File: src/hdl/fp_class_pkg.sv
// Constants and types shared by the operand classifier files
package fp_class_pkg;

  // ----------------------------------------------------------------
  // Format geometry
  // ----------------------------------------------------------------
  localparam int SGL_EXP_W   = 8;
  localparam int SGL_FRAC_W  = 23;
  localparam int DBL_EXP_W   = 11;
  localparam int DBL_FRAC_W  = 52;
  localparam int DBL_SIGN_POS = 63;
  localparam int DBL_EXP_LSB = 52;
  localparam int SGL_SIGN_POS = 31;
  localparam int SGL_EXP_LSB = 23;
  localparam int WORD_W      = 64;

  // ----------------------------------------------------------------
  // Biases and exponent range
  // ----------------------------------------------------------------
  localparam logic [10:0] SGL_BIAS = 11'h07f;   // 127
  localparam logic [10:0] DBL_BIAS = 11'h3ff;   // 1023
  localparam logic signed [12:0] SGL_EMIN = -13'sd126;
  localparam logic signed [12:0] DBL_EMIN = -13'sd1022;

  // ----------------------------------------------------------------
  // Special encodings
  // ----------------------------------------------------------------
  localparam logic [63:0] SGL_DEFAULT_QNAN = 64'h0000_0000_7fbf_ffff;
  localparam logic [63:0] DBL_DEFAULT_QNAN = 64'h7ff7_ffff_ffff_ffff;
  localparam logic [63:0] SGL_POS_INF      = 64'h0000_0000_7f80_0000;
  localparam logic [63:0] SGL_NEG_INF      = 64'h0000_0000_ff80_0000;
  localparam logic [63:0] DBL_POS_INF      = 64'h7ff0_0000_0000_0000;
  localparam logic [63:0] DBL_NEG_INF      = 64'hfff0_0000_0000_0000;

  // ----------------------------------------------------------------
  // Reset values and class codes (one-hot)
  // ----------------------------------------------------------------
  localparam int CLASS_W = 6;
  localparam logic [5:0] CLS_ZERO = 6'h01;
  localparam logic [5:0] CLS_DEN  = 6'h02;
  localparam logic [5:0] CLS_NORM = 6'h04;
  localparam logic [5:0] CLS_INF  = 6'h08;
  localparam logic [5:0] CLS_QNAN = 6'h10;
  localparam logic [5:0] CLS_SNAN = 6'h20;
  localparam logic [5:0] CLASS_RST = 6'h01;

  // Operation requested of the special-case logic
  typedef enum logic [2:0] {
    OP_ADD = 3'h0,
    OP_SUB = 3'h1,
    OP_MUL = 3'h2,
    OP_DIV = 3'h3,
    OP_CMP = 3'h4
  } fp_op_t;

endpackage

File: src/hdl/fp_operand_classifier.sv
// Operand classifier with default results for special operands
// Notes on behaviour
// - Single word is 1 sign bit, 8 exponent bits, 23 fraction bits.
// - Double word: sign bit 63, exponent 62..52, fraction 51..0.
// - Stored exponent equals true exponent plus 127 or 1023 bias.
// - Exponent within the normal range means normalized, hidden bit one.
// - Zero exponent with nonzero fraction is denormal, hidden bit zero.
// - Zero exponent and zero fraction is a signed zero, never denormal.
// - All-ones exponent with zero fraction is signed infinity.
// - All-ones exponent, nonzero fraction is NaN; top fraction bit signals.
// - Each nonzero value has one encoding; normalized where possible.
// - Division by zero yields a correctly signed infinity.
// - Minus infinity orders below all finite values, plus above.
// - Meaningful arithmetic on infinities is exact, raising nothing.
// - Meaningless arithmetic on infinities raises invalid operation.
// - Untrapped exceptions complete with an infinity or NaN result.
// - Default infinities remain usable operands later on.
// - Signaling NaN operand raises invalid; never produced as result.
// - Quiet NaN raises nothing; result copies an operand quiet NaN.
// - Fresh quiet NaN is 0x7fbfffff single, 0x7ff7ffffffffffff double.
`timescale 1ns/1ps
`default_nettype none
module fp_operand_classifier
  import fp_class_pkg::*;
(
  input  wire logic                         clk,
  input  wire logic                         reset,
  input  wire logic                         in_valid,
  input  wire logic                         is_dbl,
  input  wire fp_class_pkg::fp_op_t         op,
  input  wire logic [fp_class_pkg::WORD_W-1:0] opa,
  input  wire logic [fp_class_pkg::WORD_W-1:0] opb,
  output logic                              out_valid,
  output logic [fp_class_pkg::CLASS_W-1:0]  class_a,
  output logic [fp_class_pkg::CLASS_W-1:0]  class_b,
  output logic                              sign_a,
  output logic                              sign_b,
  output logic                              hidden_a,
  output logic                              hidden_b,
  output logic signed [12:0]                uexp_a,
  output logic                              special,
  output logic [fp_class_pkg::WORD_W-1:0]   default_result,
  output logic                              flag_invalid,
  output logic                              flag_div_zero,
  output logic                              cmp_less,
  output logic                              cmp_equal,
  output logic                              cmp_unordered
);
  import fp_class_pkg::*;

  // ----------------------------------------------------------------
  // Operand decoders
  // ----------------------------------------------------------------
  logic                sa, sb, ha, hb;
  logic signed [12:0]  ua;
  logic [CLASS_W-1:0]  ca, cb;

  // Both operands share one format, stated by the issuer
  fp_operand_decode u_dec_a (
    .word   (opa),
    .is_dbl (is_dbl),
    .sign   (sa),
    .bexp   (),
    .frac   (),
    .uexp   (ua),
    .hidden (ha),
    .cls    (ca)
  );

  fp_operand_decode u_dec_b (
    .word   (opb),
    .is_dbl (is_dbl),
    .sign   (sb),
    .bexp   (),
    .frac   (),
    .uexp   (),
    .hidden (hb),
    .cls    (cb)
  );

  // ----------------------------------------------------------------
  // Helper functions
  // ----------------------------------------------------------------
  // Signed infinity for the current format
  function automatic logic [63:0] inf_of(input logic dbl, input logic s);
    if (dbl)
      inf_of = s ? DBL_NEG_INF : DBL_POS_INF;
    else
      inf_of = s ? SGL_NEG_INF : SGL_POS_INF;
  endfunction

  // Word with its NaN made quiet (top fraction bit cleared)
  function automatic logic [63:0] quieten(input logic dbl,
                                          input logic [63:0] w);
    logic [63:0] r;
    r = w;
    if (dbl)
      r[DBL_FRAC_W-1] = 1'b0;
    else
      r[SGL_FRAC_W-1] = 1'b0;
    quieten = dbl ? r : {32'h0, r[31:0]};
  endfunction

  // Unsigned key from the sign-magnitude word that orders like the encoded value
  function automatic logic [63:0] order_key(input logic dbl,
                                            input logic [63:0] w);
    logic [63:0] m;
    m = dbl ? w : {w[31:0], 32'h0};
    order_key = m[63] ? ~m : {1'b1, m[62:0]};
  endfunction

  // ----------------------------------------------------------------
  // Special-case and ordering decisions
  // ----------------------------------------------------------------
  logic              nan_a, nan_b, snan_any, qnan_a, qnan_b;
  logic              inf_a, inf_b, zero_a, zero_b;
  logic              special_d, inv_d, dz_d, lt_d, eq_d, un_d;
  logic [63:0]       res_d;
  logic [63:0]       key_a, key_b;
  logic              sx;

  always_comb begin
    qnan_a   = (ca == CLS_QNAN);
    qnan_b   = (cb == CLS_QNAN);
    nan_a    = qnan_a || (ca == CLS_SNAN);
    nan_b    = qnan_b || (cb == CLS_SNAN);
    snan_any = (ca == CLS_SNAN) || (cb == CLS_SNAN);
    inf_a    = (ca == CLS_INF);
    inf_b    = (cb == CLS_INF);
    zero_a   = (ca == CLS_ZERO);
    zero_b   = (cb == CLS_ZERO);
    sx       = sa ^ sb;
    key_a    = order_key(is_dbl, opa);
    key_b    = order_key(is_dbl, opb);
    special_d = 1'b0;
    inv_d     = 1'b0;
    dz_d      = 1'b0;
    res_d     = 64'h0;
    // NaN operands take priority over every other case
    if (snan_any) begin
      special_d = 1'b1;
      inv_d     = 1'b1;
      // Never pass a signaling NaN on: copy a quiet one or make one
      if (qnan_a)
        res_d = quieten(is_dbl, opa);
      else if (qnan_b)
        res_d = quieten(is_dbl, opb);
      else
        res_d = is_dbl ? DBL_DEFAULT_QNAN : SGL_DEFAULT_QNAN;
    end else if (nan_a || nan_b) begin
      special_d = 1'b1;
      res_d = qnan_a ? quieten(is_dbl, opa) : quieten(is_dbl, opb);
    end else begin
      case (op)
        OP_ADD, OP_SUB: begin
          if (inf_a && inf_b && ((op == OP_ADD) == sx)) begin
            special_d = 1'b1;
            inv_d     = 1'b1;
            res_d = is_dbl ? DBL_DEFAULT_QNAN : SGL_DEFAULT_QNAN;
          end else if (inf_a) begin
            special_d = 1'b1;
            res_d = inf_of(is_dbl, sa);
          end else if (inf_b) begin
            special_d = 1'b1;
            res_d = inf_of(is_dbl, sb ^ (op == OP_SUB));
          end
        end
        OP_MUL: begin
          if ((inf_a && zero_b) || (zero_a && inf_b)) begin
            special_d = 1'b1;
            inv_d     = 1'b1;
            res_d = is_dbl ? DBL_DEFAULT_QNAN : SGL_DEFAULT_QNAN;
          end else if (inf_a || inf_b) begin
            special_d = 1'b1;
            res_d = inf_of(is_dbl, sx);
          end
        end
        OP_DIV: begin
          if ((inf_a && inf_b) || (zero_a && zero_b)) begin
            special_d = 1'b1;
            inv_d     = 1'b1;
            res_d = is_dbl ? DBL_DEFAULT_QNAN : SGL_DEFAULT_QNAN;
          end else if (inf_a) begin
            special_d = 1'b1;
            res_d = inf_of(is_dbl, sx);
          end else if (zero_b) begin
            special_d = 1'b1;
            dz_d      = 1'b1;
            res_d = inf_of(is_dbl, sx);
          end else if (inf_b) begin
            special_d = 1'b1;
            res_d = is_dbl ? {sx, 63'h0} : {32'h0, sx, 31'h0};
          end
        end
        default: begin
          special_d = 1'b0;
        end
      endcase
    end
    // Ordering: infinities bound the finite range; zeros compare equal
    un_d = nan_a || nan_b;
    eq_d = !un_d && ((zero_a && zero_b) || (key_a == key_b));
    lt_d = !un_d && !eq_d && (key_a < key_b);
  end

  // ----------------------------------------------------------------
  // Output register
  // ----------------------------------------------------------------
  logic                out_valid_q;
  logic [CLASS_W-1:0]  class_a_q, class_b_q;
  logic                sign_a_q, sign_b_q, hidden_a_q, hidden_b_q;
  logic signed [12:0]  uexp_a_q;
  logic                special_q, inv_q, dz_q, lt_q, eq_q, un_q;
  logic [63:0]         res_q;

  // Result registers load on each valid operand pair
  always_ff @(posedge clk or posedge reset) begin
    if (reset) begin
      out_valid_q <= 1'b0;
      class_a_q   <= CLASS_RST;
      class_b_q   <= CLASS_RST;
      sign_a_q    <= 1'b0;
      sign_b_q    <= 1'b0;
      hidden_a_q  <= 1'b0;
      hidden_b_q  <= 1'b0;
      uexp_a_q    <= 13'sh0;
      special_q   <= 1'b0;
      inv_q       <= 1'b0;
      dz_q        <= 1'b0;
      lt_q        <= 1'b0;
      eq_q        <= 1'b0;
      un_q        <= 1'b0;
      res_q       <= 64'h0;
    end else begin
      out_valid_q <= in_valid;
      if (in_valid) begin
        class_a_q  <= ca;
        class_b_q  <= cb;
        sign_a_q   <= sa;
        sign_b_q   <= sb;
        hidden_a_q <= ha;
        hidden_b_q <= hb;
        uexp_a_q   <= (ca == CLS_DEN) ?
                      (is_dbl ? DBL_EMIN : SGL_EMIN) : ua;
        special_q  <= special_d;
        inv_q      <= inv_d;
        dz_q       <= dz_d;
        lt_q       <= lt_d;
        eq_q       <= eq_d;
        un_q       <= un_d;
        res_q      <= res_d;
      end
    end
  end

  assign out_valid      = out_valid_q;
  assign class_a        = class_a_q;
  assign class_b        = class_b_q;
  assign sign_a         = sign_a_q;
  assign sign_b         = sign_b_q;
  assign hidden_a       = hidden_a_q;
  assign hidden_b       = hidden_b_q;
  assign uexp_a         = uexp_a_q;
  assign special        = special_q;
  assign default_result = res_q;
  assign flag_invalid   = inv_q;
  assign flag_div_zero  = dz_q;
  assign cmp_less       = lt_q;
  assign cmp_equal      = eq_q;
  assign cmp_unordered  = un_q;

endmodule
`default_nettype wire

File: src/hdl/fp_operand_decode.sv
// Combinational split and classification of one operand
`timescale 1ns/1ps
`default_nettype none
module fp_operand_decode
  import fp_class_pkg::*;
(
  input  wire logic [fp_class_pkg::WORD_W-1:0]  word,
  input  wire logic                             is_dbl,
  output logic                                  sign,
  output logic [10:0]                           bexp,
  output logic [51:0]                           frac,
  output logic signed [12:0]                    uexp,
  output logic                                  hidden,
  output logic [fp_class_pkg::CLASS_W-1:0]      cls
);

  // ----------------------------------------------------------------
  // Field split and class decode
  // ----------------------------------------------------------------
  logic exp_zero;
  logic exp_ones;
  logic frac_zero;
  logic top_frac;

  // Field extraction by format
  always_comb begin
    if (is_dbl) begin
      sign = word[DBL_SIGN_POS];
      bexp = word[DBL_SIGN_POS-1:DBL_EXP_LSB];
      frac = word[DBL_FRAC_W-1:0];
      exp_ones = &word[DBL_SIGN_POS-1:DBL_EXP_LSB];
      top_frac = word[DBL_FRAC_W-1];
      uexp = $signed({2'b00, bexp}) - $signed({2'b00, DBL_BIAS});
    end else begin
      sign = word[SGL_SIGN_POS];
      bexp = {3'h0, word[SGL_SIGN_POS-1:SGL_EXP_LSB]};
      frac = {29'h0, word[SGL_FRAC_W-1:0]};
      exp_ones = &word[SGL_SIGN_POS-1:SGL_EXP_LSB];
      top_frac = word[SGL_FRAC_W-1];
      uexp = $signed({2'b00, bexp}) - $signed({2'b00, SGL_BIAS});
    end
    exp_zero  = (bexp == 11'h000);
    frac_zero = (frac == 52'h0);
    // Hidden bit is one only for normalized encodings
    hidden = !exp_zero && !exp_ones;
    if (exp_zero && frac_zero)
      cls = CLS_ZERO;
    else if (exp_zero)
      cls = CLS_DEN;
    else if (exp_ones && frac_zero)
      cls = CLS_INF;
    else if (exp_ones && top_frac)
      cls = CLS_SNAN;
    else if (exp_ones)
      cls = CLS_QNAN;
    else
      cls = CLS_NORM;
  end

endmodule
`default_nettype wire

File: config.mk
export PLATFORM = sky130hd
export DESIGN_NAME = fp_operand_classifier
export DESIGN_NICKNAME = d
export VERILOG_FILES = /design/src/hdl/fp_class_pkg.sv /design/src/hdl/fp_operand_classifier.sv /design/src/hdl/fp_operand_decode.sv
export SDC_FILE = /design/constraint.sdc
export NUM_CORES = 1
export LEC_CHECK = 0
export ABC_AREA = 1
export BUFFER_PORTS_ARGS = -buffer_cell sky130_fd_sc_hd__buf_2
export CAP_MARGIN = 15
export CORE_AREA = 2 2 187 189
export DETAILED_ROUTE_END_ITERATION = 16
export DIE_AREA = 0 0 189 191
export SETUP_SLACK_MARGIN = 0.3
export SLEW_MARGIN = 20
export SYNTH_ARGS = -nofsm -noshare
export SYNTH_HDL_FRONTEND = slang
export SYNTH_SLANG_ARGS = --single-unit
File: constraint.sdc
create_clock -name clk -period 5.1 [get_ports clk]
set_input_delay 0.51 -clock clk [delete_from_list [all_inputs] [get_ports clk]]
set_output_delay 0.51 -clock clk [all_outputs]
set_load 0.02 [all_outputs]
# Word-level counts from Yosys, hierarchy flattened
# Cells that the tools add are included.
# word_totals
inputBits,135
output_inout_bits,100
elab_cells,156
regBits,100
# classes
mux,80
eq_ne,14
n_addsub,2
bitwise,4
order_cmp,1
reduce_logical,40
# op_table
cell,n
two-way mux 64 bit,27
one-hot mux 64 bit (3 select lines),1
NOT 64 bit,2
zero test 52 bit,2
two-way mux 52 bit,2
two-way mux 32 bit,3
equality test 64 bit,1
< comparator 64 bit,1
two-way mux 63 bit,1
two-way mux 6 bit,8
two-way mux 1 bit,29
two-way mux 13 bit,2
zero test 11 bit,2
two-way mux 11 bit,2
AND reduction 11 bit,2
logical AND 1 bit,16
AND reduction 8 bit,2
"equality test 6 x 1 -> 1 bit, second input constant",2
"equality test 6 x 4 -> 1 bit, second input constant",2
"equality test 6 x 5 -> 1 bit, second input constant",2
"equality test 6 bit, second input constant",2
"subtractor 11 x 10 -> 12 bit, second input constant",1
two-way mux 10 bit,1
two-way mux 5 bit,2
11 further kinds,26

# Logic depth before layout (Yosys ltp)
# logic_depth
ltp_word,15
depth_mapped,23
mapped_depth_nobuf,19

# Cells and area by module
# A second synthesis with hierarchy kept.
# hier_totals
hier_cells,1947
area_unflattened_um2,11763.8
# by_module_without_submodules
mod,area_each_um2,seq_area_each_um2,instances,cells_per_inst
fp_operand_classifier,9223.8,2479.9,1,1407
fp_operand_decode (u_dec_b),1276.2,0.0,1,269
fp_operand_decode (u_dec_a),1263.7,0.0,1,271

# Worst setup path after synthesis
# OpenSTA, ideal clock, no wires.
# synth_path
kind,in2reg
from,input is_dbl
to,"register lt_q, in the netlist cmp_less"
stages,21
path_buffers,5
setup_slack_ps,1486
arrival_ps,3497
setup_ps,117
t_required_ps,4983
path_cell_list,buf_6 buf_4 buf_2 buf_2 nand2_1 clkinv_1 nor2_2 buf_2 xor2_1 ha_1 nand2_1 nor2_1 nand2_1 nor4_1 nand2_1 nor4_1 nand3_1 nand2_1 nor2_1 nand3_1 nand2_1
# synth_between
elab_chain_len,14
elab_cells_between_ends,52
classes_between,order compare: 1; eq/ne: 7; mux: 22; bitwise: 2; reduce/logical: 20
# synth_lines
item,line_no,text
from (decl),fp_operand_classifier.sv:29,"input wire logic is_dbl,"
two-way mux 52 bit or two-way mux 1 bit (tied branches),fp_operand_decode.sv:27,if (is_dbl) begin
"zero test 52 bit, or another cell as far along",fp_operand_decode.sv:43,frac_zero = (frac == 52'h0);
logical AND 1 bit or two-way mux 6 bit (tied branches),"fp_operand_decode.sv:50, fp_operand_decode.sv:52",
two-way mux 6 bit,fp_operand_decode.sv:50,else if (exp_ones && frac_zero)
two-way mux 6 bit,fp_operand_decode.sv:48,else if (exp_zero)
two-way mux 6 bit,fp_operand_decode.sv:46,if (exp_zero && frac_zero)
"equality test 6 x 5 -> 1 bit, or another cell as far along",fp_operand_classifier.sv:123,qnan_a = (ca == CLS_QNAN);
logical OR 1 bit (on tied branches),"fp_operand_classifier.sv:125, fp_operand_classifier.sv:126",
logical OR 1 bit,fp_operand_classifier.sv:201,un_d = nan_a || nan_b;
zero test 1 bit,"fp_operand_classifier.sv:202, fp_operand_classifier.sv:203",
logical AND 1 bit,fp_operand_classifier.sv:202,eq_d = !un_d && ((zero_a && zero_b) || (key_a == key_b));
zero test 1 bit,fp_operand_classifier.sv:203,lt_d = !un_d && !eq_d && (key_a < key_b);
logical AND 1 bit,fp_operand_classifier.sv:203,
logical AND 1 bit (*),fp_operand_classifier.sv:203,
to (signal assigned),fp_operand_classifier.sv:248,lt_q <= lt_d;
to (decl),fp_operand_classifier.sv:213,"logic special_q, inv_q, dz_q, lt_q, eq_q, un_q;"
# Every way passes the cells marked *; elsewhere a longest branch is shown, timed or not.
# A chain may end at the register's enable or synchronous reset.

# Worst setup path after layout
# Ends and elaborated chain as after synthesis.

==> impl_metrics.yaml <==
global_route:
  track_usage: 0.240
  grt_pass1_wl_um: 66600
  grt_pass1_vias: 11000
  overflow: 0
  grt_max_degree: 70
  antenna_found_initial: 1
cts:
  postCtsHoldBufs: 0
  cts_root_buf: "clkbuf_16"
  cts.sinks: 98
  cts_setup_buffers: 0
  ctsResizeCount: 0
  clock_latency_ps: 360
  cts_tree: "yes"
  htree_levels: 3
  clock_path_buffers: 2
  path_clk_slew_ps: 80
  numCtsBuffers: 9
yosys:
  synth.most_common_cell: "nand2_1"
  synth_edf_count: 0
  async_flop_share: 1.00
  synthCells: 1680
  synth-main-ff-cell: "dfrtp_1"
  syn_area_mm2: 0.0105
  synth_area_leaders: "dfrtp_1 23%, nand2_1 21%, ha_1 7.9%"
  synth_top_cell_by_area: "dfrtp_1"
  ys_types: 50
  yosysTopAreaCellShare: 0.230
  synth.top_cells.by_count: "587 x nand2_1, 124 x a21oi_1, 120 x o21ai_0"
  synth_nets: 1881
  ys_warn_count: 0
  syn_area_per_cell_um2: 6.23
  synth_seq_cells: 98
  ys_seq_area_frac: 0.235
floorplan:
  die_h_um: 191
  dieArea_mm2: 0.0361
  die_w_um: 189
  ios: 235
  rows: 68
  start_util: 0.307
  core_area_mm2: 0.0341
route:
  drt_iter0_drc: 1292
  firstDrtPassIters: 5
  dr_wl_met2_um: 18600
  postRouteAntennaNets: 0
  route.detailed.drc: 0
  vias: 11900
  met1Wirelength_um: 20900
  vias_per_cell: 5.16
  drt_wl_total_um: 44000
  top_layer: "met4"
  wl_met3_um: 3440
  wire_per_inst_um: 19.1
setup_path:
  cpPeakStageDelay_ps: 750
  crit_required_ps: 5360
  crit_family: "simple AND/OR/NAND/NOR gates"
  path_class: "primary input to register"
  path_buf_inv: 4
  start_kind: "primary input"
  cp_max_fo: 69
  cp_slowest_cell: "inv_1"
  cp-end-kind: "register"
  path_common_cell: "nand2_1"
  arrival_ps: 4300
  critical_path.cell_chain: "buf_6 -> nand2_1 -> clkinv_1 -> nor2_4 -> inv_1 -> a21oi_1 -> a31oi_1 -> ha_1 -> nand4_1 -> nor4_1 -> inv_1 -> nor4_1 -> nand3_1 -> nand2_1 -> nor2_1 -> nand3_1 -> nand2_1"
timing:
  drv_slew: 0
  finClkSkew_ps: 0
  setup_tns_ps: 0
  min_period_over_period: 0.792
  min_period_ps: 4040
  rsz0062_at_grt: "no"
  setup_viol: 0
  slew_headroom: 0.315
  hold_viol: 0
  fmax_mhz: 248
  max_slew.worst_pin.slew_ps: 1030
finish:
  drive_gt1_frac: 0.162
  fin_cells: 2304
  final_cell_area_mm2: 0.0122
  syn_to_final_growth_pct: 16.2
  nNetsFinal: 2044
place:
  dp_cells: 2287
  placed_cell_area_mm2: 0.0119
  io_buffers: 233
  place_congestion: 0.940
  dp_hpwl_um: 34400
pwr:
  leakagePower_uw: 0.00648
  powerDensity_mw_per_mm2: 198
  ir_worst_vdd_uv: 141
run:
  cap_violations: 0
status:
  status: "finished clean"
min_path:
  worstHoldPathType: "primary input to async pin"
## placed cells by master, fill, tap and decap left out, types with 9 or more instances in the layout
cell and n:
buf_2 232, nor3_1 25, o21ai_0 119, o21ai_1 53
xor2_1 46, a21oi_1 124, nand3_1 62, xnor2_1 52
nand3b_1 10, dfrtp_1 96, nand4_1 12, buf_4 15
nor2_1 114, clkbuf_16 9, inv_1 115, ha_1 66
nand2_1 587, a31oi_1 30
## sequential cells by signal, indices dropped and copies added, names as in the netlist
signal / flops
hidden_a: 1
class_a: 6
class_b: 6
special: 1
cmp_equal: 1
sign_b: 1
cmp_unordered: 1
default_result: 63
cmp_less: 1
flag_invalid: 1
flag_div_zero: 1
sign_a: 1
out_valid: 1
hidden_b: 1
uexp_a: 12
## worst paths after layout
check / slack (ps) / cells past startpoint / from / end
max in group asynchronous: 3760 / 3 / reset / out_valid
worst max register to register: 4310 / 1 / cmp_equal / cmp_equal
worst min-delay path: 260 / 2 / reset / uexp_a[10]
worst min register to register: 470 / 2 / hidden_a / hidden_a
worst max-delay path: 1060 / 17 / is_dbl / cmp_less
min in group clk: 470 / 2 / hidden_a / hidden_a
## area by class of cell
type / instances / area, um^2
repair buffers: 250 / 1330
flip-flops and latches: 98 / 2450
well taps: 455 / 569
clock inverters: 6 / 51.3
multi-input cells: 1358 / 7060
inverters: 126 / 477
diodes: 1 / 2.50
clock buffers: 10 / 229
fillers: 3819 / 22000
## cells by family (layout without fill, tap and decap cells)
| family | Yosys count | count (layout) | share of synthesized area |
|---|---|---|---|
| muxes | 1 | 1 | 0.000956 |
| other | 1 | 2 | 0.000358 |
| and+or+nand+nor | 831 | 831 | 0.323 |
| buffers and inverters | 224 | 392 | 0.0929 |
| adders and majority gates | 66 | 66 | 0.0789 |
| xor gates and xnor gates | 98 | 98 | 0.0820 |
| DFF | 98 | 98 | 0.235 |
| AOI/OAI and AO/OA | 361 | 361 | 0.187 |
## metal layers
layer,vias up,global-route usage
li1,5812,-
met1,5499,0.352
met2,528,0.359
met3,50,0.0378
met4,0,0.0736
met5,-,0
## stage by stage
step / hold WS, ps / utilization / setup WS, ps / power (uW)
3_3_place_gp: 458 / 0.348 / 817 / 1720
5_1_grt: 323 / 0.357 / 713 / 2560
4_1_cts: 301 / 0.356 / 1120 / 2410
3_5_place_dp: 461 / 0.348 / 760 / 1720
6_report: 263 / 0.357 / 1060 / 2410
2_1_floorplan: 501 / - / 1490 / 1420
## where the power goes
part / switching (uW) / internal, uW
logic: 588 / 322
clock network: 344 / 339
registers: 16.1 / 798
total: 948 / 1460
Note: power is estimated with default switching activity, not from simulation.
